$ cat src/verilog/boot_alive_defs.svh
`ifndef BOOT_ALIVE_DEFS_SVH
`define BOOT_ALIVE_DEFS_SVH

`define SYS_CLK_MHZ 250
`define ALIVE_PERIOD_MS 170
`define FS_32K_HZ 32000
`define FS_44K1_HZ 44100
`define FS_48K_HZ 48000
`define ALIVE_CNT_W 12
`define FRAME_TIMEOUT_US 1000
`define FRAME_TIMEOUT_CYC (`FRAME_TIMEOUT_US * `SYS_CLK_MHZ)
`define FRAME_TMO_W 20
`define FS_SEL_32K 2'h0
`define FS_SEL_44K1 2'h1
`define FS_SEL_48K 2'h2

`endif

$ cat src/verilog/boot_alive_pkg.sv
`include "boot_alive_defs.svh"

package boot_alive_pkg;

  typedef enum logic [1:0] {
    ST_SAMPLE = 2'b00,
    ST_HOLD = 2'b01,
    ST_RUN = 2'b10
  } boot_state_e;

  typedef logic [`ALIVE_CNT_W-1:0] alive_cnt_t;

  // Frames per half cycle of the alive pulse; 44.1 kHz rounds down
  function automatic alive_cnt_t half_count(input logic [1:0] fs_sel);
    int hz;
    hz = `FS_48K_HZ;
    if (fs_sel == `FS_SEL_32K) begin
      hz = `FS_32K_HZ;
    end else if (fs_sel == `FS_SEL_44K1) begin
      hz = `FS_44K1_HZ;
    end
    return alive_cnt_t'((`ALIVE_PERIOD_MS * hz) / 2000);
  endfunction

endpackage

$ cat src/verilog/frame_edge_tracker.sv
`include "boot_alive_defs.svh"

module frame_edge_tracker
  import boot_alive_pkg::*;
#(
  parameter logic [`FRAME_TMO_W-1:0] TIMEOUT_CYC = `FRAME_TMO_W'(`FRAME_TIMEOUT_CYC)
) (
  input wire logic sys_clk,
  input wire logic reset,
  input wire logic audio_frame_clock,
  output logic frame_tick,
  output logic frame_active
);

  logic frame_ff;
  logic nxt_frame;
  logic tick_ff;
  logic nxt_tick;
  logic active_ff;
  logic nxt_active;
  logic [`FRAME_TMO_W-1:0] idle_cnt_ff;
  logic [`FRAME_TMO_W-1:0] nxt_idle_cnt;

  always_comb begin
    nxt_frame = audio_frame_clock;
    nxt_tick = audio_frame_clock && !frame_ff;
    nxt_idle_cnt = idle_cnt_ff;
    nxt_active = active_ff;
    if (tick_ff) begin
      nxt_idle_cnt = '0;
      nxt_active = 1'b1;
    end else if (idle_cnt_ff >= TIMEOUT_CYC - 1'b1) begin
      nxt_active = 1'b0;
    end else begin
      nxt_idle_cnt = idle_cnt_ff + 1'b1;
    end
  end

  always_ff @(posedge sys_clk or posedge reset) begin
    if (reset) begin
      frame_ff <= 1'b0;
      tick_ff <= 1'b0;
      idle_cnt_ff <= '0;
      active_ff <= 1'b0;
    end else begin
      frame_ff <= nxt_frame;
      tick_ff <= nxt_tick;
      idle_cnt_ff <= nxt_idle_cnt;
      active_ff <= nxt_active;
    end
  end

  assign frame_tick = tick_ff;
  assign frame_active = active_ff;

endmodule

$ cat src/verilog/boot_hold_and_alive_pulse.sv
// Operation
// - Strap high at reset: stay idle until a start command arrives.
// - Strap low at reset: run defaults at once, no command needed.
// - Default configuration starts with master volume muted.
// - After reset, drive a periodic alive pulse of about 170 ms.
// - Alive pulse paced by frame clock; stops when audio stops.
`include "boot_alive_defs.svh"

module boot_hold_and_alive_pulse
  import boot_alive_pkg::*;
#(
  parameter logic [`FRAME_TMO_W-1:0] FRAME_TIMEOUT_CYC = `FRAME_TMO_W'(`FRAME_TIMEOUT_CYC)
) (
  input wire logic sys_clk,
  input wire logic reset,
  input wire logic boot_hold_select,
  input wire logic audio_frame_clock,
  input wire logic [1:0] fs_select,
  input wire logic start_cmd,
  input wire logic mute_cmd,
  input wire logic unmute_cmd,
  output logic processing_active,
  output logic master_volume_mute,
  output logic audio_active,
  output logic alive_pulse_out,
  output logic alive_pulse_oe
);

  boot_state_e state_ff;
  boot_state_e nxt_state;
  logic mute_ff;
  logic nxt_mute;
  alive_cnt_t cnt_ff;
  alive_cnt_t nxt_cnt;
  logic level_ff;
  logic nxt_level;
  logic frame_tick;
  logic frame_active;
  alive_cnt_t half_cnt;

  frame_edge_tracker #(
    .TIMEOUT_CYC(FRAME_TIMEOUT_CYC)
  ) u_frame (
    .sys_clk(sys_clk),
    .reset(reset),
    .audio_frame_clock(audio_frame_clock),
    .frame_tick(frame_tick),
    .frame_active(frame_active)
  );

  assign half_cnt = half_count(fs_select);

  // Strap is caught by a clocked step after release, never by the reset itself
  always_comb begin
    nxt_state = state_ff;
    unique case (state_ff)
      ST_SAMPLE: begin
        if (boot_hold_select) begin
          nxt_state = ST_HOLD;
        end else begin
          nxt_state = ST_RUN;
        end
      end
      ST_HOLD: begin
        if (start_cmd) begin
          nxt_state = ST_RUN;
        end
      end
      ST_RUN: begin
        nxt_state = ST_RUN;
      end
      default: begin
        nxt_state = ST_SAMPLE;
      end
    endcase
  end

  // Entering the run state forces mute; that set wins over a same-cycle unmute
  always_comb begin
    nxt_mute = mute_ff;
    if (state_ff == ST_RUN && unmute_cmd) begin
      nxt_mute = 1'b0;
    end
    if (state_ff == ST_RUN && mute_cmd) begin
      nxt_mute = 1'b1;
    end
    if (state_ff != ST_RUN && nxt_state == ST_RUN) begin
      nxt_mute = 1'b1;
    end
  end

  // Counting frame edges ties the pulse to audio activity, no sys_clk fallback
  always_comb begin
    nxt_cnt = cnt_ff;
    nxt_level = level_ff;
    if (state_ff != ST_SAMPLE && frame_tick) begin
      if (cnt_ff >= half_cnt - 1'b1) begin
        nxt_cnt = '0;
        nxt_level = !level_ff;
      end else begin
        nxt_cnt = cnt_ff + 1'b1;
      end
    end
  end

  always_ff @(posedge sys_clk or posedge reset) begin
    if (reset) begin
      state_ff <= ST_SAMPLE;
      mute_ff <= 1'b1;
      cnt_ff <= '0;
      level_ff <= 1'b0;
    end else begin
      state_ff <= nxt_state;
      mute_ff <= nxt_mute;
      cnt_ff <= nxt_cnt;
      level_ff <= nxt_level;
    end
  end

  assign processing_active = (state_ff == ST_RUN);
  assign master_volume_mute = mute_ff;
  assign audio_active = frame_active;
  // Open drain: pin only pulls low, the external pull-up gives the high half
  assign alive_pulse_out = 1'b0;
  assign alive_pulse_oe = !level_ff;

  a_hold_stays_idle: assert property (@(posedge sys_clk) disable iff (reset)
    state_ff == ST_HOLD && !start_cmd |=> state_ff == ST_HOLD && !processing_active)
    else $error("Held device left idle without a start command");

  a_start_begins_run: assert property (@(posedge sys_clk) disable iff (reset)
    state_ff == ST_HOLD && start_cmd |=> processing_active ##1 processing_active)
    else $error("Start command did not begin processing");

  a_strap_low_runs: assert property (@(posedge sys_clk) disable iff (reset)
    state_ff == ST_SAMPLE && !boot_hold_select |=> processing_active)
    else $error("Strap low did not start processing at once");

  a_boot_muted: assert property (@(posedge sys_clk) disable iff (reset)
    $rose(processing_active) |-> master_volume_mute)
    else $error("Processing began without master mute");

  a_toggle_at_count: assert property (@(posedge sys_clk) disable iff (reset)
    state_ff != ST_SAMPLE && frame_tick && cnt_ff == half_cnt - 1'b1
      |=> level_ff != $past(level_ff) && cnt_ff == '0)
    else $error("Alive pulse missed its terminal count");

  a_no_frame_still: assert property (@(posedge sys_clk) disable iff (reset)
    !frame_tick |=> $stable(level_ff) && $stable(cnt_ff))
    else $error("Alive pulse moved without a frame edge");

  a_pin_follows: assert property (@(posedge sys_clk) disable iff (reset)
    $changed(level_ff) |-> $past(frame_tick) && alive_pulse_oe == !level_ff
      && $past(cnt_ff) == $past(half_cnt) - 1'b1)
    else $error("Alive pin changed outside its count");

  // Strap sampling is a single clocked step and the run state only leaves by reset
  a_sample_one_cycle: assert property (@(posedge sys_clk) disable iff (reset)
    state_ff == ST_SAMPLE |=> state_ff != ST_SAMPLE)
    else $error("Strap sampling lasted more than one cycle");

  a_strap_high_holds: assert property (@(posedge sys_clk) disable iff (reset)
    state_ff == ST_SAMPLE && boot_hold_select |=> state_ff == ST_HOLD && !processing_active)
    else $error("Strap high did not hold the device idle");

  a_state_legal: assert property (@(posedge sys_clk) disable iff (reset)
    state_ff inside {ST_SAMPLE, ST_HOLD, ST_RUN})
    else $error("Boot state left its legal codes");

  a_run_sticky: assert property (@(posedge sys_clk) disable iff (reset)
    processing_active |=> processing_active)
    else $error("Processing stopped without a reset");

  a_idle_muted: assert property (@(posedge sys_clk) disable iff (reset)
    !processing_active |-> master_volume_mute)
    else $error("Master mute cleared while not processing");

  a_entry_mutes: assert property (@(posedge sys_clk) disable iff (reset)
    state_ff != ST_RUN && nxt_state == ST_RUN |=> master_volume_mute)
    else $error("Entering run did not force master mute");

  a_mute_cmd_sets: assert property (@(posedge sys_clk) disable iff (reset)
    processing_active && mute_cmd |=> master_volume_mute)
    else $error("Mute command did not mute");

  a_unmute_clears: assert property (@(posedge sys_clk) disable iff (reset)
    processing_active && unmute_cmd && !mute_cmd |=> !master_volume_mute)
    else $error("Unmute command did not clear mute");

  a_mute_holds: assert property (@(posedge sys_clk) disable iff (reset)
    processing_active && !mute_cmd && !unmute_cmd |=> $stable(master_volume_mute))
    else $error("Master mute changed without a command");

  a_pin_data_low: assert property (@(posedge sys_clk) disable iff (reset)
    alive_pulse_out == 1'b0)
    else $error("Alive pin data left its pull-low level");

  a_sample_frozen: assert property (@(posedge sys_clk) disable iff (reset)
    state_ff == ST_SAMPLE |=> $stable(level_ff) && $stable(cnt_ff))
    else $error("Alive pulse moved while sampling the strap");

  a_tick_wakes_audio: assert property (@(posedge sys_clk) disable iff (reset)
    frame_tick |=> audio_active)
    else $error("Frame edge did not mark audio active");

  a_audio_idle_frozen: assert property (@(posedge sys_clk) disable iff (reset)
    !audio_active && !frame_tick |=> $stable(level_ff))
    else $error("Alive pulse moved while audio was idle");

  a_count_steps: assert property (@(posedge sys_clk) disable iff (reset)
    state_ff != ST_SAMPLE && frame_tick && cnt_ff < half_cnt - 1'b1
      |=> cnt_ff == $past(cnt_ff) + 1'b1 && $stable(level_ff))
    else $error("Frame count did not advance by one");

  a_level_wrap_zero: assert property (@(posedge sys_clk) disable iff (reset)
    state_ff != ST_SAMPLE && frame_tick && cnt_ff >= half_cnt - 1'b1
      |=> cnt_ff == '0)
    else $error("Frame count did not wrap at its terminal count");

  a_tick_single: assert property (@(posedge sys_clk) disable iff (reset)
    frame_tick |=> !frame_tick)
    else $error("Frame edge counted twice");

endmodule

$ cat config.mk
export PLATFORM = sky130hd
export DESIGN_NAME = boot_hold_and_alive_pulse
export DESIGN_NICKNAME = d
export VERILOG_FILES = /design/src/verilog/boot_alive_pkg.sv /design/src/verilog/frame_edge_tracker.sv /design/src/verilog/boot_hold_and_alive_pulse.sv
export VERILOG_INCLUDE_DIRS = /design/src /design/src/verilog
export SDC_FILE = /design/constraint.sdc
export NUM_CORES = 1
export LEC_CHECK = 0
export ABC_AREA = 1
export ABC_CLOCK_PERIOD_IN_PS = 1600
export BUFFER_PORTS_ARGS = -buffer_cell sky130_fd_sc_hd__buf_4
export CORE_MARGIN = 1
export CORE_UTILIZATION = 56
export DETAILED_ROUTE_END_ITERATION = 10
export PLACE_DENSITY = 0.77
export SLEW_MARGIN = 20
export SYNTH_ARGS = -nofsm -noshare
export SYNTH_HDL_FRONTEND = slang
export SYNTH_HIERARCHICAL = 1
export SYNTH_SLANG_ARGS = --single-unit
$ cat constraint.sdc
create_clock -name sys_clk -period 1.6 [get_ports sys_clk]
set_input_delay 0.32 -clock sys_clk [delete_from_list [all_inputs] [get_ports sys_clk]]
set_output_delay 0.32 -clock sys_clk [all_outputs]
set_load 0.03 [all_outputs]
* Yosys cells after proc, flatten, opt, wreduce, memory -nomap -nowiden
Index checks and enable logic that the tools add are counted.
Word-level totals: bits in registers 39, input port bits 9, output and inout port bits 5, logic and storage cells 47
Operators by class: add/sub/neg operators 3, $mul 1, divide/modulo/power cells 1, order comparisons 2, equal/unequal tests 6, muxes and demuxes 13, reductions and logical operators 13
Operators with widths (number):
- 20-bit 2-to-1 mux | 2
- 32-bit by 12-bit divider with 32-bit output (second input constant) | 1
- 8-bit by 32-bit multiplier with 31-bit output (first input constant) | 1
- 20-bit by 1-bit adder with 20-bit output (second input constant) | 1
- 20-bit by 18-bit >= comparator with 1-bit output (second input constant) | 1
- 16-bit 2-to-1 mux | 1
- 13-bit 2-to-1 mux | 1
- 12-bit by 1-bit adder with 12-bit output (second input constant) | 1
- 12-bit >= comparator | 1
- 12-bit 2-to-1 mux | 1
- 12-bit by 1-bit subtractor with 12-bit output (second input constant) | 1
- 2-bit case mux with 3 select lines | 1
- 1-bit logical AND | 5
- 1-bit 2-to-1 mux | 5
- 2-bit by 1-bit == test with 1-bit output (second input constant) | 2
- 2-bit == test (second input constant) | 2
- 2-bit logical NOT | 2
- 2-bit 2-to-1 mux | 2
- 2-bit nonzero test | 2
- 3-bit nonzero test | 1
- 1-bit logical NOT | 2
- 2-bit by 1-bit inequality test with 1-bit output (second input constant) | 1
- 2-bit inequality test (second input constant) | 1
- 2-bit AND reduction | 1

* Logic depth before layout (Yosys ltp)
Gate-level depths: netlist (run 1).
depth after elaboration 8, depth in mapped cells 21, mapped depth without buffers 21

* Hierarchy
The synthesis (run 1) kept the hierarchy.
Modules (own cells, without submodules):
- frame_edge_tracker | times used 1, cells each 208, area an instance 1420.1 sq um, sequential area each 575.6 sq um
- boot_hold_and_alive_pulse | times used 1, cells each 192, area an instance 1362.6 sq um, sequential area each 401.6 sq um

* Worst setup path after synthesis (run 1)
Ideal clock, no wire load.
kind input -> register, from input port fs_select[1], to register cnt_ff[2], library setup time 123 ps, arrival time 2771 ps, data required time 1477 ps, path slack -1294 ps, stages on the path 20, buffers on the path 0, path through inv_1 > nand2_1 > inv_1 > ha_1 > xor2_1 > ha_1 > nand2_1 > nand3_1 > nand2_1 > xor2_1 > o211ai_1 > nor2_1 > ha_1 > nand2_1 > nor2_1 > nand3_1 > nand4_1 > nand2_1 > inv_1 > nor2_1
Between the ends: cells in the longest elaborated chain, start to end 8, elaborated cells between the ends (all ways) 9, classes of those cells add/sub (1); mul (1); div (1); order compare (1); eq/ne (1); mux (3); reduce/logical (1)
Ends and longest elaborated chain:
- start: declaration | RTL line boot_hold_and_alive_pulse.sv:18 | input wire logic [1:0] fs_select,
- 2-bit by 1-bit == test with 1-bit output (no source line)
- 13-bit 2-to-1 mux | RTL line boot_alive_pkg.sv:19 | end else if (fs_sel == `FS_SEL_44K1) begin
- 16-bit 2-to-1 mux * | RTL line boot_alive_pkg.sv:17 | if (fs_sel == `FS_SEL_32K) begin
- 8-bit by 32-bit multiplier with 31-bit output (no source line) *
- 32-bit by 12-bit divider with 32-bit output * | RTL line boot_alive_pkg.sv:22 | return alive_cnt_t'((`ALIVE_PERIOD_MS * hz) / 2000);
- 12-bit by 1-bit subtractor with 12-bit output * | RTL line boot_hold_and_alive_pulse.sv:97 | if (cnt_ff >= half_cnt - 1'b1) begin
- 12-bit >= comparator * | RTL line boot_hold_and_alive_pulse.sv:97
- 12-bit 2-to-1 mux * | RTL line boot_hold_and_alive_pulse.sv:97
- end signal: assignment | RTL line boot_hold_and_alive_pulse.sv:115 | cnt_ff <= nxt_cnt;
- end: declaration | RTL line boot_hold_and_alive_pulse.sv:33 | alive_cnt_t cnt_ff;
Mark *: on every way between the ends. The rest lies on a longest branch, timed or not. A chain may end at the register's enable or synchronous reset.

* Worst setup path after layout (run 1)
from input port fs_select[1], to register cnt_ff[4]
The elaborated chain is that of the path after synthesis.

==> impl_results.md, run 1 <==
* Status: finished with violations
* Failing checks: setup timing
* CP Class: in -> reg
* End of the worst register-to-register path: cnt_ff[4]
* Layout net count at 474
* Max-cap check violation count at 0
* Psw at 1.467 mW
* Largest net degree at the start of global routing at 24
* Synth cell types at 34
* VDD IR max at 593.1 uV
* IO buf count at 12
* Routability cong. at 0.8759
* Largest cells by area after synthesis: dfrtp_1 (34%), nand2_1 (16%), ha_1 (8.1%)
* Met1 Use GR at between 20% and 30%
* CP startpoint kind: input port
* Dominant cell type by area after synthesis: dfrtp_1
* Initial Util at 58.53%
* Power density cells at 1082 mW/mm^2
* Setup violators final at 13
* Placed cell area at roughly 0.0032 mm^2
* Final Cycle Share at 171.5%
* Cts hold-fix bufs at 0
* Die X at between 70 and 80 um
* Post-route ant nets at 0
* Int Pwr at 2.344 mW
* Worst-path clk slew at 0.08 ns
* Clk buf depth at 2
* Via-to-Cell Ratio at 5.087
* Vias at 2620
* Grt met2 use at 47.25%
* Total leakage power at 1.801 nW
* Post-Syn Area at 0.002783 mm^2
* Worst slack, placed at -1.561 ns
* Drc violations at 0
* Yosys reg bits at 39
* Crit path max fanout at 7
* Seq/Total Area, Yosys at about a third
* Final core occ at 74.08%
* Clk_skew at roughly 0.0031 ns
* Clk sink count at 39
* Post-synth EDFFs at 0
* Register share of total power at 37.1%
* First-pass GRT wire length at 10380 um
* Avg Cell Area, Syn at around 7.0 um^2
* Final hold violation count at 0
* Synth top area share at roughly 34%
* Finished Cell Area at around 0.0035 mm^2
* Crit path time final at 2.744 ns
* Routed WL at 6806 um
* DR WL/cell at 13.22 um
* Top Usage Layer GRT: met2
* Overflow after GRT at 0
* Slew @ Worst Pin at between 0.6 and 0.7 ns
* Min setup slack post-route at -1.144 ns
* N_diodes at 0
* Setup crit end kind: flop
* TritonCTS clock tree: done
* All-Layer GR Usage at 25.58%
* Share of cells above drive strength 1 at 24.78%
* Vias in the first global route at ~2400
* Post-synth ARST share at 100.0%
* Switching share of power at 38.50%
* CTS Buf Count at 5
* I/O pin cnt at 14
* M3 GR Usage at 4.722%
* Initial antenna violation count at 0
* HPWL after DPL at ~4700 um
* Synth Warn # at 6
* Critical Path RT at roughly 1.8 ns
* Area Growth Syn to Fin at 26.57%
* Site Rows at 25
* Clock share of power at 21.9%
* Die Span Y at about 72 um
* Die area at 0.005255 mm^2
* Relative slew slack at between 50 and 60%
* Min-delay worst type: in -> async
* R2R depth at 8
* Count of pins over their slew limit at 0
* Comb pwr share at slightly above 40%
* # fillers at around 390
* Worst EP arrival at between 2 and 3 ns
* Core area at between 0.004 and 0.005 mm^2
* 1st-pass router iterations at 4
* Max Freq at 0.3644 GHz
* Origin of the critical flop-to-flop path: cnt_ff[3]
* RSZ-0062 raised after global routing: yes
* Clock Latency Late Sink at 0.30 ns
* CTS HTree Levels at 2
* Drt first-iter violations at between 150 and 200
* Mapped Nets at 427
* Main flop type after synthesis: dfrtp_1
* Synth Instances at 400
* Root buffer cell: clkbuf_8
* Reg2reg setup slack at -0.07 ns
==> worst max path at each step <==
stage / from / end / depth (start not counted)
global route: fs_select[1] / cnt_ff[0] / 19
CTS: fs_select[1] / cnt_ff[6] / 20
floorplan: fs_select[1] / cnt_ff[3] / 20
detailed placement: fs_select[1] / cnt_ff[3] / 21
finish: fs_select[1] / cnt_ff[4] / 20
global placement: fs_select[1] / cnt_ff[3] / 21
==> power by group through the flow <==
stage               logic (mW)  registers, mW  clock network [mW]
detailed placement        1.44           1.41                   0
global placement          1.36           1.40                   0
floorplan                0.826           1.47                   0
finish                    1.56           1.41               0.836
CTS                       1.48           1.39               0.845
global route              1.73           1.44               0.887
==> repair_timing <==
action,4_1_cts,5_1_grt
cloned,0,1
endpoints found under the hold margin,0,0
endpoints found under the setup margin,13,31
gates resized for setup,9,38
setup buffers,3,4
pin swaps,16,23
==> synth_stat cells (2+ instances only) <==
| master | count |
|---|---|
| nand2_1 | 120 |
| nor2_1 | 60 |
| inv_1 | 46 |
| nand3_1 | 44 |
| dfrtp_1 | 38 |
| ha_1 | 18 |
| xor2_1 | 16 |
| a21oi_1 | 7 |
| clkbuf_1 | 5 |
| nand4_1 | 5 |
| nor2_2 | 5 |
| nor3_1 | 4 |
| buf_6 | 3 |
| o21ai_0 | 3 |
| xnor2_1 | 3 |
| and2_1 | 2 |
| inv_2 | 2 |
| nand2_4 | 2 |
| o21ai_1 | 2 |
==> cell type report <==
class	count	area [um^2]	share of cell area, %
Multi-Input combinational cell	303	1733	49.20
Sequential cell	39	980.9	27.85
Timing Repair Buffer	49	411.6	11.69
Inverter	49	200.2	5.684
Tap cell	67	83.83	2.380
Clock buffer	5	68.82	1.954
Clock inverter	3	43.79	1.243
==> routing by layer <==
metal | vias up | routed length (um)
met3 | 7 | 185
met4 | 0 | 60
met1 | 1223 | 2892
li1 | 1346 | -
met5 | - | 0
met2 | 44 | 3668
==> cells by family after synthesis <==
kind of cell             Yosys count  share of synthesized area, %
AND/OR/NAND/NOR                  247                         38.26
buffers and inverters             59                         8.903
flip-flops                        39                         35.12
XOR/XNOR                          19                         5.980
adder cells (fa/ha/maj)           18                         8.094
AO/OA/AOI/OAI                     17                         3.507
other                              1                        0.1348
==> cell usage in the layout, fill, tap and decap left out, drive strengths merged, types with 4 or more instances in the layout <==
| cell | instances |
|---|---|
| buf | 49 |
| o21ai | 5 |
| nand4 | 5 |
| nor2 | 66 |
| ha | 18 |
| nand2 | 124 |
| clkbuf | 5 |
| inv | 47 |
| dfrtp | 38 |
| nand3 | 46 |
| nor3 | 4 |
| a21oi | 7 |
| xor2 | 16 |
==> flip-flops by register name, indices dropped and copies added, names as in the netlist <==
register              cells
u_frame/idle_cnt_ff      20
cnt_ff                   12
state_ff                  2
level_ff                  1
master_volume_mute        1
u_frame/frame_active      1
u_frame/frame_ff          1
u_frame/frame_tick        1
==> critical path: stages <==
cell        delay [ns]
buf_8             0.08
clkinvlp_4        0.09
nand2_4           0.09
inv_4             0.04
ha_4              0.22
xor2_1            0.15
ha_1              0.28
nand2_2           0.09
nand3_4           0.07
nand2_2           0.07
xor2_1            0.14
o211ai_1          0.10
nor2_1            0.12
ha_1              0.26
a21o_1            0.19
nor2_1            0.11
nand4_1           0.19
nand2_2           0.17
inv_4             0.07
nor2_1            0.09
==> through the flow <==
stage / hold slack [ns] / TNS, ns / std cells / power, mW
floorplan: 0.2330 / -14.17 / 400 / 2.299
global placement: 0.3860 / -17.36 / 499 / 2.763
detailed placement: 0.3916 / -18.98 / 499 / 2.844
CTS: 0.07438 / -14.94 / 510 / 3.721
global route: 0.1039 / -16.97 / 515 / 4.053
finish: 0.07024 / -14.31 / 515 / 3.811
(Power assumes the default switching activity.)
==> inputs of run 2 (changes only) <==
--- a/config.mk
+++ b/config.mk
@@ -12,7 +12,7 @@
 export CORE_MARGIN = 1
 export CORE_UTILIZATION = 56
 export DETAILED_ROUTE_END_ITERATION = 10
-export PLACE_DENSITY = 0.77
+export PLACE_DENSITY = 0.74
 export SLEW_MARGIN = 20
 export SYNTH_ARGS = -nofsm -noshare
 export SYNTH_HDL_FRONTEND = slang
==> run 2 against run 1 <==
  * The flow still finishes with violations (setup timing)
  * Flip-flop and latch count unchanged
  * Non-clock buffer count up 10
  * Clock power up 3.9%
  * Critical path depth unchanged
  * Sequential power about the same
  * Count of clock-buffer cells in the layout up 1
  * Clock skew up 0.0028 ns
  * Largest power group unchanged
  * Final area up 3.5%
  * Routed wire length up 6.7%
  * Die area unchanged
  * Combinational power up 6%
==> impl_results.md, run 2 (synthesized netlist as in run 1, its figures left out) <==
* Status: finished with violations (unchanged)
* Failing checks: setup timing (unchanged)
* Die X at 72.49 um (unchanged)
* DR WL/cell at 13.83 um (was 13.22 um)
* 1st-pass router iterations at 4 (unchanged)
* Min-delay worst type: in -> async (unchanged)
* Core area at 0.004755 mm^2 (unchanged)
* Worst-path clk slew at 0.08 ns (about the same)
* Setup violators final at 13 (unchanged)
* CP Class: in -> reg (unchanged)
* Setup TNS at -14.77 ns (was -14.31 ns)
* Relative slew slack at 54.27% (was 56.69%)
* M3 GR Usage at 5.139% (was 4.722%)
* Largest net degree at the start of global routing at 24 (unchanged)
* Finished Cell Area at 0.003645 mm^2 (was 0.003522 mm^2)
* Worst EP arrival at 3.05 ns (was 2.98 ns)
* Min setup slack post-route at -1.210 ns (was -1.144 ns)
* Top flop regs: u_frame/idle_cnt_ff x20, cnt_ff x12, state_ff x2 (unchanged)
* Int Pwr at 2.412 mW (was 2.344 mW)
* Routed WL at 7262 um (was 6806 um)
* Post-Layout Cell Count at 525 (was 515)
* N_diodes at 0 (unchanged)
* Top Usage Layer GRT: met2 (unchanged)
* All-Layer GR Usage at 27.80% (was 25.58%)
* Worst slack, placed at -1.490 ns (was -1.561 ns)
* Count of pins over their slew limit at 0 (unchanged)
* Placed insts at 505 (was 499)
* Vias at 2762 (was 2620)
* TritonCTS clock tree: done (unchanged)
* Crit path max fanout at 7 (unchanged)
* Die Span Y at 72.49 um (unchanged)
* Share of cells above drive strength 1 at 28.60% (was 24.78%)
* Die area at 0.005255 mm^2 (unchanged)
* CP startpoint kind: input port (unchanged)
* Initial Util at 58.53% (unchanged)
* Setup crit end kind: flop (unchanged)
* Drc violations at 0 (unchanged)
* CTS Buf Count at 5 (unchanged)
* RSZ-0062 raised after global routing: yes (unchanged)
* Max-cap check violation count at 0 (unchanged)
* Switching share of power at 38.45% (was 38.50%)
* Area Growth Syn to Fin at 30.98% (was 26.57%)
* VDD IR max at 617.0 uV (was 593.1 uV)
* Clock share of power at 22.2% (was 21.9%)
* Post-route ant nets at 0 (unchanged)
* Critical Path RT at 1.84 ns (was 1.83 ns)
* Psw at 1.507 mW (was 1.467 mW)
* Vias in the first global route at 2693 (was 2420)
* Slew @ Worst Pin at 0.6852 ns (was 0.6489 ns)
* First-pass GRT wire length at 11310 um (was 10380 um)
* Crit path time final at 2.810 ns (was 2.744 ns)
* Power density cells at 1075 mW/mm^2 (was 1082 mW/mm^2)
* Clk_skew at 0.005913 ns (was 0.003078 ns)
* Clk sink count at 39 (unchanged)
* Layout net count at 484 (was 474)
* Register share of total power at 35.8% (was 37.1%)
* Final hold violation count at 0 (unchanged)
* HPWL after DPL at 4844 um (was 4718 um)
* Drt first-iter violations at 169 (was 165)
* Met1 Use GR at 30.82% (was 29.76%)
* Most frequent cells in the layout: nand2_1 (110), buf_4 (53), nor2_1 (52) (was nand2_1 (112), nor2_1 (54), buf_4 (44))
* Overflow after GRT at 0 (unchanged)
* Root buffer cell: clkbuf_8 (unchanged)
* Max Freq at 0.3558 GHz (was 0.3644 GHz)
* Grt met2 use at 51.19% (was 47.25%)
* Placed cell area at 0.003224 mm^2 (was 0.003179 mm^2)
* Via-to-Cell Ratio at 5.261 (was 5.087)
* Clk buf depth at 2 (unchanged)
* Total power at 3.919 mW (was 3.811 mW)
* Largest Register: u_frame/idle_cnt_ff (unchanged)
* Clock Latency Late Sink at 0.30 ns (about the same)
* Site Rows at 25 (unchanged)
* IO buf count at 12 (unchanged)
* Final core occ at 76.66% (was 74.08%)
* Commonest non-fill, non-tap cell in the layout: nand2_1 (unchanged)
* Total leakage power at 1.834 nW (was 1.801 nW)
* Initial antenna violation count at 0 (unchanged)
* I/O pin cnt at 14 (unchanged)
* Comb pwr share at 42.0% (was 41.0%)
* CTS HTree Levels at 2 (unchanged)
* Routability cong. at 0.9746 (was 0.8759)
* Final Cycle Share at 175.6% (was 171.5%)
* WHS at 0.09525 ns (was 0.07024 ns)
* Largest register FFs at 20 (unchanged)
-- run 2: repair_timing --
item                                    in CTS  in global routing
hold buffers                                 0                  0
buffers inserted                             3                  8
gates cloned                                 0                  1
pin swaps                                   17                 31
gates resized for setup                      6                 50
endpoints found under the setup margin      13                 31
-- run 2: worst paths after layout --
check	startpoint	cells past startpoint	slack [ns]	endpoint
worst max register to register	cnt_ff[5]	8	-0.23	cnt_ff[3]
max in group asynchronous	reset	2	1.08	level_ff
worst min register to register	u_frame/frame_ff	1	0.40	u_frame/frame_tick
min in group sys_clk	audio_frame_clock	1	0.14	u_frame/frame_ff
worst max-delay path	fs_select[1]	20	-1.21	cnt_ff[5]
worst min-delay path	reset	3	0.1	u_frame/idle_cnt_ff[7]
-- run 2: worst max-delay path, cell delays in order --
cell,delay (ns)
buf_8,0.08
clkinvlp_4,0.09
nand2_4,0.10
inv_4,0.05
ha_4,0.25
xor2_1,0.13
ha_1,0.25
nand2_2,0.10
nand3_4,0.08
nand2_2,0.07
xor2_1,0.14
o211ai_1,0.10
nor2_1,0.12
ha_1,0.27
a21o_1,0.18
nor2_2,0.09
nand4_1,0.22
nand2_2,0.20
inv_4,0.08
nor2_2,0.10
-- run 2: power by group through the flow --
stage | registers (mW) | clock network [mW] | logic, mW
final | 1.40 | 0.869 | 1.65
after global placement | 1.40 | 0 | 1.39
after detailed placement | 1.40 | 0 | 1.46
after global routing | 1.43 | 0.920 | 1.80
after CTS | 1.39 | 0.879 | 1.50
after floorplan | 1.47 | 0 | 0.826
-- run 2: metal layers --
layer	vias to the layer above	routed length (um)	share of wire, %
met2	66	3928	54
met3	18	242	3.3
li1	1358	-	-
met4	0	155	2.1
met5	-	0	0
met1	1320	2935	40
-- run 2: cell type report --
type | count | area [um^2]
repair buffers | 59 | 490.5
clock inverters | 2 | 35.03
multi-input cells | 303 | 1782
clock buffers | 6 | 82.58
fillers | 363 | 1110
well taps | 67 | 83.83
inverters | 49 | 192.7
flip-flops and latches | 39 | 978.4
==> inputs of run 3 (changes only) <==
--- a/config.mk
+++ b/config.mk
@@ -7,12 +7,12 @@
 export NUM_CORES = 1
 export LEC_CHECK = 0
 export ABC_AREA = 1
-export ABC_CLOCK_PERIOD_IN_PS = 1600
-export BUFFER_PORTS_ARGS = -buffer_cell sky130_fd_sc_hd__buf_4
+export ABC_CLOCK_PERIOD_IN_PS = 2700
+export BUFFER_PORTS_ARGS = -buffer_cell sky130_fd_sc_hd__buf_2
 export CORE_MARGIN = 1
-export CORE_UTILIZATION = 56
+export CORE_UTILIZATION = 62
 export DETAILED_ROUTE_END_ITERATION = 10
-export PLACE_DENSITY = 0.74
+export PLACE_DENSITY = 0.78
 export SLEW_MARGIN = 20
 export SYNTH_ARGS = -nofsm -noshare
 export SYNTH_HDL_FRONTEND = slang
==> constraint.sdc (replaced) <==
create_clock -name sys_clk -period 2.7 [get_ports sys_clk]
set_input_delay 0.54 -clock sys_clk [delete_from_list [all_inputs] [get_ports sys_clk]]
set_output_delay 0.54 -clock sys_clk [all_outputs]
set_load 0.03 [all_outputs]
==> run 3 against run 2 <==
  * The flow still finishes with violations (setup timing)
  * Combinational power fell by 59%
  * Global-route usage fell by 0.16 points
  * Via count fell by 10%
  * Clock power fell by 45%
  * Worst setup slack improved by 0.88 ns
  * Clock skew rose by 0.0024 ns
  * Utilization rose by 0.24 points
  * Sequential power fell by 35%
  * Worst hold slack improved by 0.21 ns
  * First-iteration DRC count fell by 54%
  * Critical path depth rose by 1
  * Final area fell by 13%
  * Highest routed layer unchanged
==> impl_results.md, run 3 (synthesized netlist as in run 1, its figures left out) <==
* Status: finished with violations (unchanged)
* Failing checks: setup timing (unchanged)
* Min-delay worst type: in -> async (unchanged)
* Critical path's slowest cell: ha_1 (unchanged)
* Comb pwr share at 32.7% (was 42.0%)
* Critical Path RT at 2.89 ns (was 1.84 ns)
* TritonCTS clock tree: done (unchanged)
* Critical path buffers and inverters at 4 (unchanged)
* CTS Buf Count at 5 (unchanged)
* Max Freq at 0.3297 GHz
* Initial antenna violation count at 0 (unchanged)
* Count of pins over their slew limit at 0 (unchanged)
* Worst EP arrival at 3.22 ns (was 3.05 ns)
* IO buf count at 12 (unchanged)
* Initial Util at 67.15% (was 58.53%)
* Die area at 0.004760 mm^2 (was 0.005255 mm^2)
* Area Growth Syn to Fin at 14.52% (was 30.98%)
* Final hold violation count at 0 (unchanged)
* R2R depth at 8 (unchanged)
* Top cell by count, worst path: nand2_2 (unchanged)
* Power density cells at 647.9 mW/mm^2 (was 1075 mW/mm^2)
* CP top delay family: simple AND/OR/NAND/NOR gates (unchanged)
* DR WL/cell at 12.28 um (was 13.83 um)
* Crit path time final at 3.033 ns
* Drc violations at 0 (unchanged)
* Critical path depth at 21 (was 20)
* Critical path destination: cnt_ff[7] (was cnt_ff[5])
* Die X at 69.00 um (was 72.49 um)
* Largest net degree at the start of global routing at 24 (unchanged)
* Site Rows at 23 (was 25)
* CP Launch Point: fs_select[1] (unchanged)
* Root buffer cell: clkbuf_8 (unchanged)
* Final Cycle Share at 112.3%
* 1st-pass router iterations at 4 (unchanged)
* Clock Latency Late Sink at 0.30 ns (about the same)
* Setup violators final at 13 (unchanged)
* First-pass GRT wire length at 9653 um (was 11310 um)
* Most frequent cells in the layout: nand2_1 (116), nor2_1 (56), inv_1 (42) (was nand2_1 (110), buf_4 (53), nor2_1 (52))
* Slew @ Worst Pin at 0.8822 ns (was 0.6852 ns)
* Routability cong. at 0.9186 (was 0.9746)
* Core area at 0.004144 mm^2 (was 0.004755 mm^2)
* Largest Register: u_frame/idle_cnt_ff (unchanged)
* CTS HTree Levels at 2 (unchanged)
* Top flop regs: u_frame/idle_cnt_ff x20, cnt_ff x12, state_ff x2 (unchanged)
* CP Class: in -> reg (unchanged)
* Min setup slack post-route at -0.3333 ns (was -1.210 ns)
* Clk sink count at 39 (unchanged)
* RSZ-0062 raised after global routing: yes (unchanged)
* Share of cells above drive strength 1 at 16.86% (was 28.60%)
* N_diodes at 0 (unchanged)
* Worst-path clk slew at 0.08 ns (about the same)
* HPWL after DPL at 4211 um (was 4844 um)
* Psw at 0.8058 mW (was 1.507 mW)
* Largest register FFs at 20 (unchanged)
* Commonest non-fill, non-tap cell in the layout: nand2_1 (unchanged)
* Overflow after GRT at 0 (unchanged)
* Via-to-Cell Ratio at 5.210 (was 5.261)
* Post-Layout Cell Count at 477 (was 525)
* # fillers at 303 (was 363)
* VDD IR max at 343.5 uV (was 617.0 uV)
* Setup TNS at -3.636 ns (was -14.77 ns)
* Relative slew slack at 41.12% (was 54.27%)
* Register share of total power at 44.0% (was 35.8%)
* Setup crit end kind: flop (unchanged)
* Crit path max fanout at 7 (unchanged)
* Clk buf depth at 2 (unchanged)
* Placed insts at 464 (was 505)
* Total leakage power at 1.663 nW (was 1.834 nW)
* CP cell instances: buf_8 > clkinvlp_4 > nand2_4 > inv_4 > ha_4 > xor2_2 > ha_1 > nand2_2 > nand3_2 > nand2_2 > xor2_1 > o211ai_1 > nor2_1 > ha_1 > nand2_2 > nor2_4 > nand3_2 > nand4_1 > nand2_1 > inv_2 > nor2_1 (was buf_8 > clkinvlp_4 > nand2_4 > inv_4 > ha_4 > xor2_1 > ha_1 > nand2_2 > nand3_4 > nand2_2 > xor2_1 > o211ai_1 > nor2_1 > ha_1 > a21o_1 > nor2_2 > nand4_1 > nand2_2 > inv_4 > nor2_2)
* Die Span Y at 69.00 um (was 72.49 um)
* Cts hold-fix bufs at 0 (unchanged)
* Routed WL at 5856 um (was 7262 um)
* All-Layer GR Usage at 27.65% (was 27.80%)
* Clock share of power at 23.4% (was 22.2%)
* Int Pwr at 1.259 mW (was 2.412 mW)
* End of the worst register-to-register path: cnt_ff[7] (was cnt_ff[3])
* Vias at 2485 (was 2762)
* Clk_skew at 0.008277 ns (was 0.005913 ns)
* Post-route ant nets at 0 (unchanged)
* Crit-path max cell delay at 0.31 ns (was 0.27 ns)
* Max-cap check violation count at 0 (unchanged)
* Vias in the first global route at 2304 (was 2693)
* Reg2reg setup slack at 0.85 ns (was -0.23 ns)
* Switching share of power at 39.03% (was 38.45%)
* Layout net count at 453 (was 484)
* Origin of the critical flop-to-flop path: cnt_ff[7] (was cnt_ff[5])
* Drt first-iter violations at 77 (was 169)
* I/O pin cnt at 14 (unchanged)
* CP startpoint kind: input port (unchanged)
run 3: cell count changes in the layout (fill, tap and decap cells not counted), moves of 6 or more:
cell     previous run  this run
buf_4              53        17
nand3_1            23        41
nand3_2            21         4
buf_2               0        11
nand2_1           110       116
nand2_2            10         4
run 3: layout make-up:
type | count | area, um^2 | share of cell area [%]
Clock buffer | 5 | 68.82 | 2.159
Clock inverter | 3 | 43.79 | 1.374
Inverter | 49 | 190.2 | 5.968
Multi-Input combinational cell | 302 | 1647 | 51.67
Sequential cell | 39 | 977.2 | 30.66
Tap cell | 50 | 62.56 | 1.963
Timing Repair Buffer | 29 | 197.7 | 6.203
run 3: what timing repair did:
item,4_1_cts,5_1_grt
endpoints found under the setup margin,13,13
resized for setup,5,14
setup buffers,2,3
cloned,0,0
pin swaps,15,20
run 3: worst min path at each step:
stage          cells after the start                  to  slack, ns        startpoint
2_1_floorplan                      1  u_frame/frame_tick       0.38  u_frame/frame_ff
3_3_place_gp                       1  u_frame/frame_tick       0.38  u_frame/frame_ff
3_5_place_dp                       1  u_frame/frame_tick       0.41  u_frame/frame_ff
4_1_cts                            2         state_ff[1]       0.32             reset
5_1_grt                            2         state_ff[1]       0.35             reset
6_report                           2         state_ff[1]       0.31             reset
run 3: through the flow:
| stage | setup slack, ns | utilization (%) | cell area [um^2] | hold WS, ns | power, mW |
|---|---|---|---|---|---|
| after global placement | -0.5392 | 71.62 | 2968 | 0.3809 | 1.509 |
| after CTS | -0.2634 | 75.06 | 3110 | 0.3200 | 2.033 |
| after floorplan | -0.2545 | - | 2819 | 0.3763 | 1.362 |
| after detailed placement | -0.6627 | 71.62 | 2968 | 0.4052 | 1.537 |
| after global routing | -0.5734 | 76.90 | 3187 | 0.3536 | 2.225 |
| final | -0.3333 | 76.90 | 3187 | 0.3099 | 2.065 |
run 3: metal layers:
| layer | routed length, um | global-route usage, % |
|---|---|---|
| met3 | 178 | 5.428 |
| met5 | 0 | 0 |
| met4 | 102 | 10.71 |
| met2 | 3015 | 51.58 |
| met1 | 2560 | 30.37 |
run 3: power groups by stage:
stage / clock [mW] / sequential (mW) / combinational (mW)
floorplan: 0 / 0.873 / 0.490
global placement: 0 / 0.913 / 0.596
detailed placement: 0 / 0.914 / 0.623
CTS: 0.492 / 0.906 / 0.635
global route: 0.513 / 0.931 / 0.780
finish: 0.482 / 0.908 / 0.674
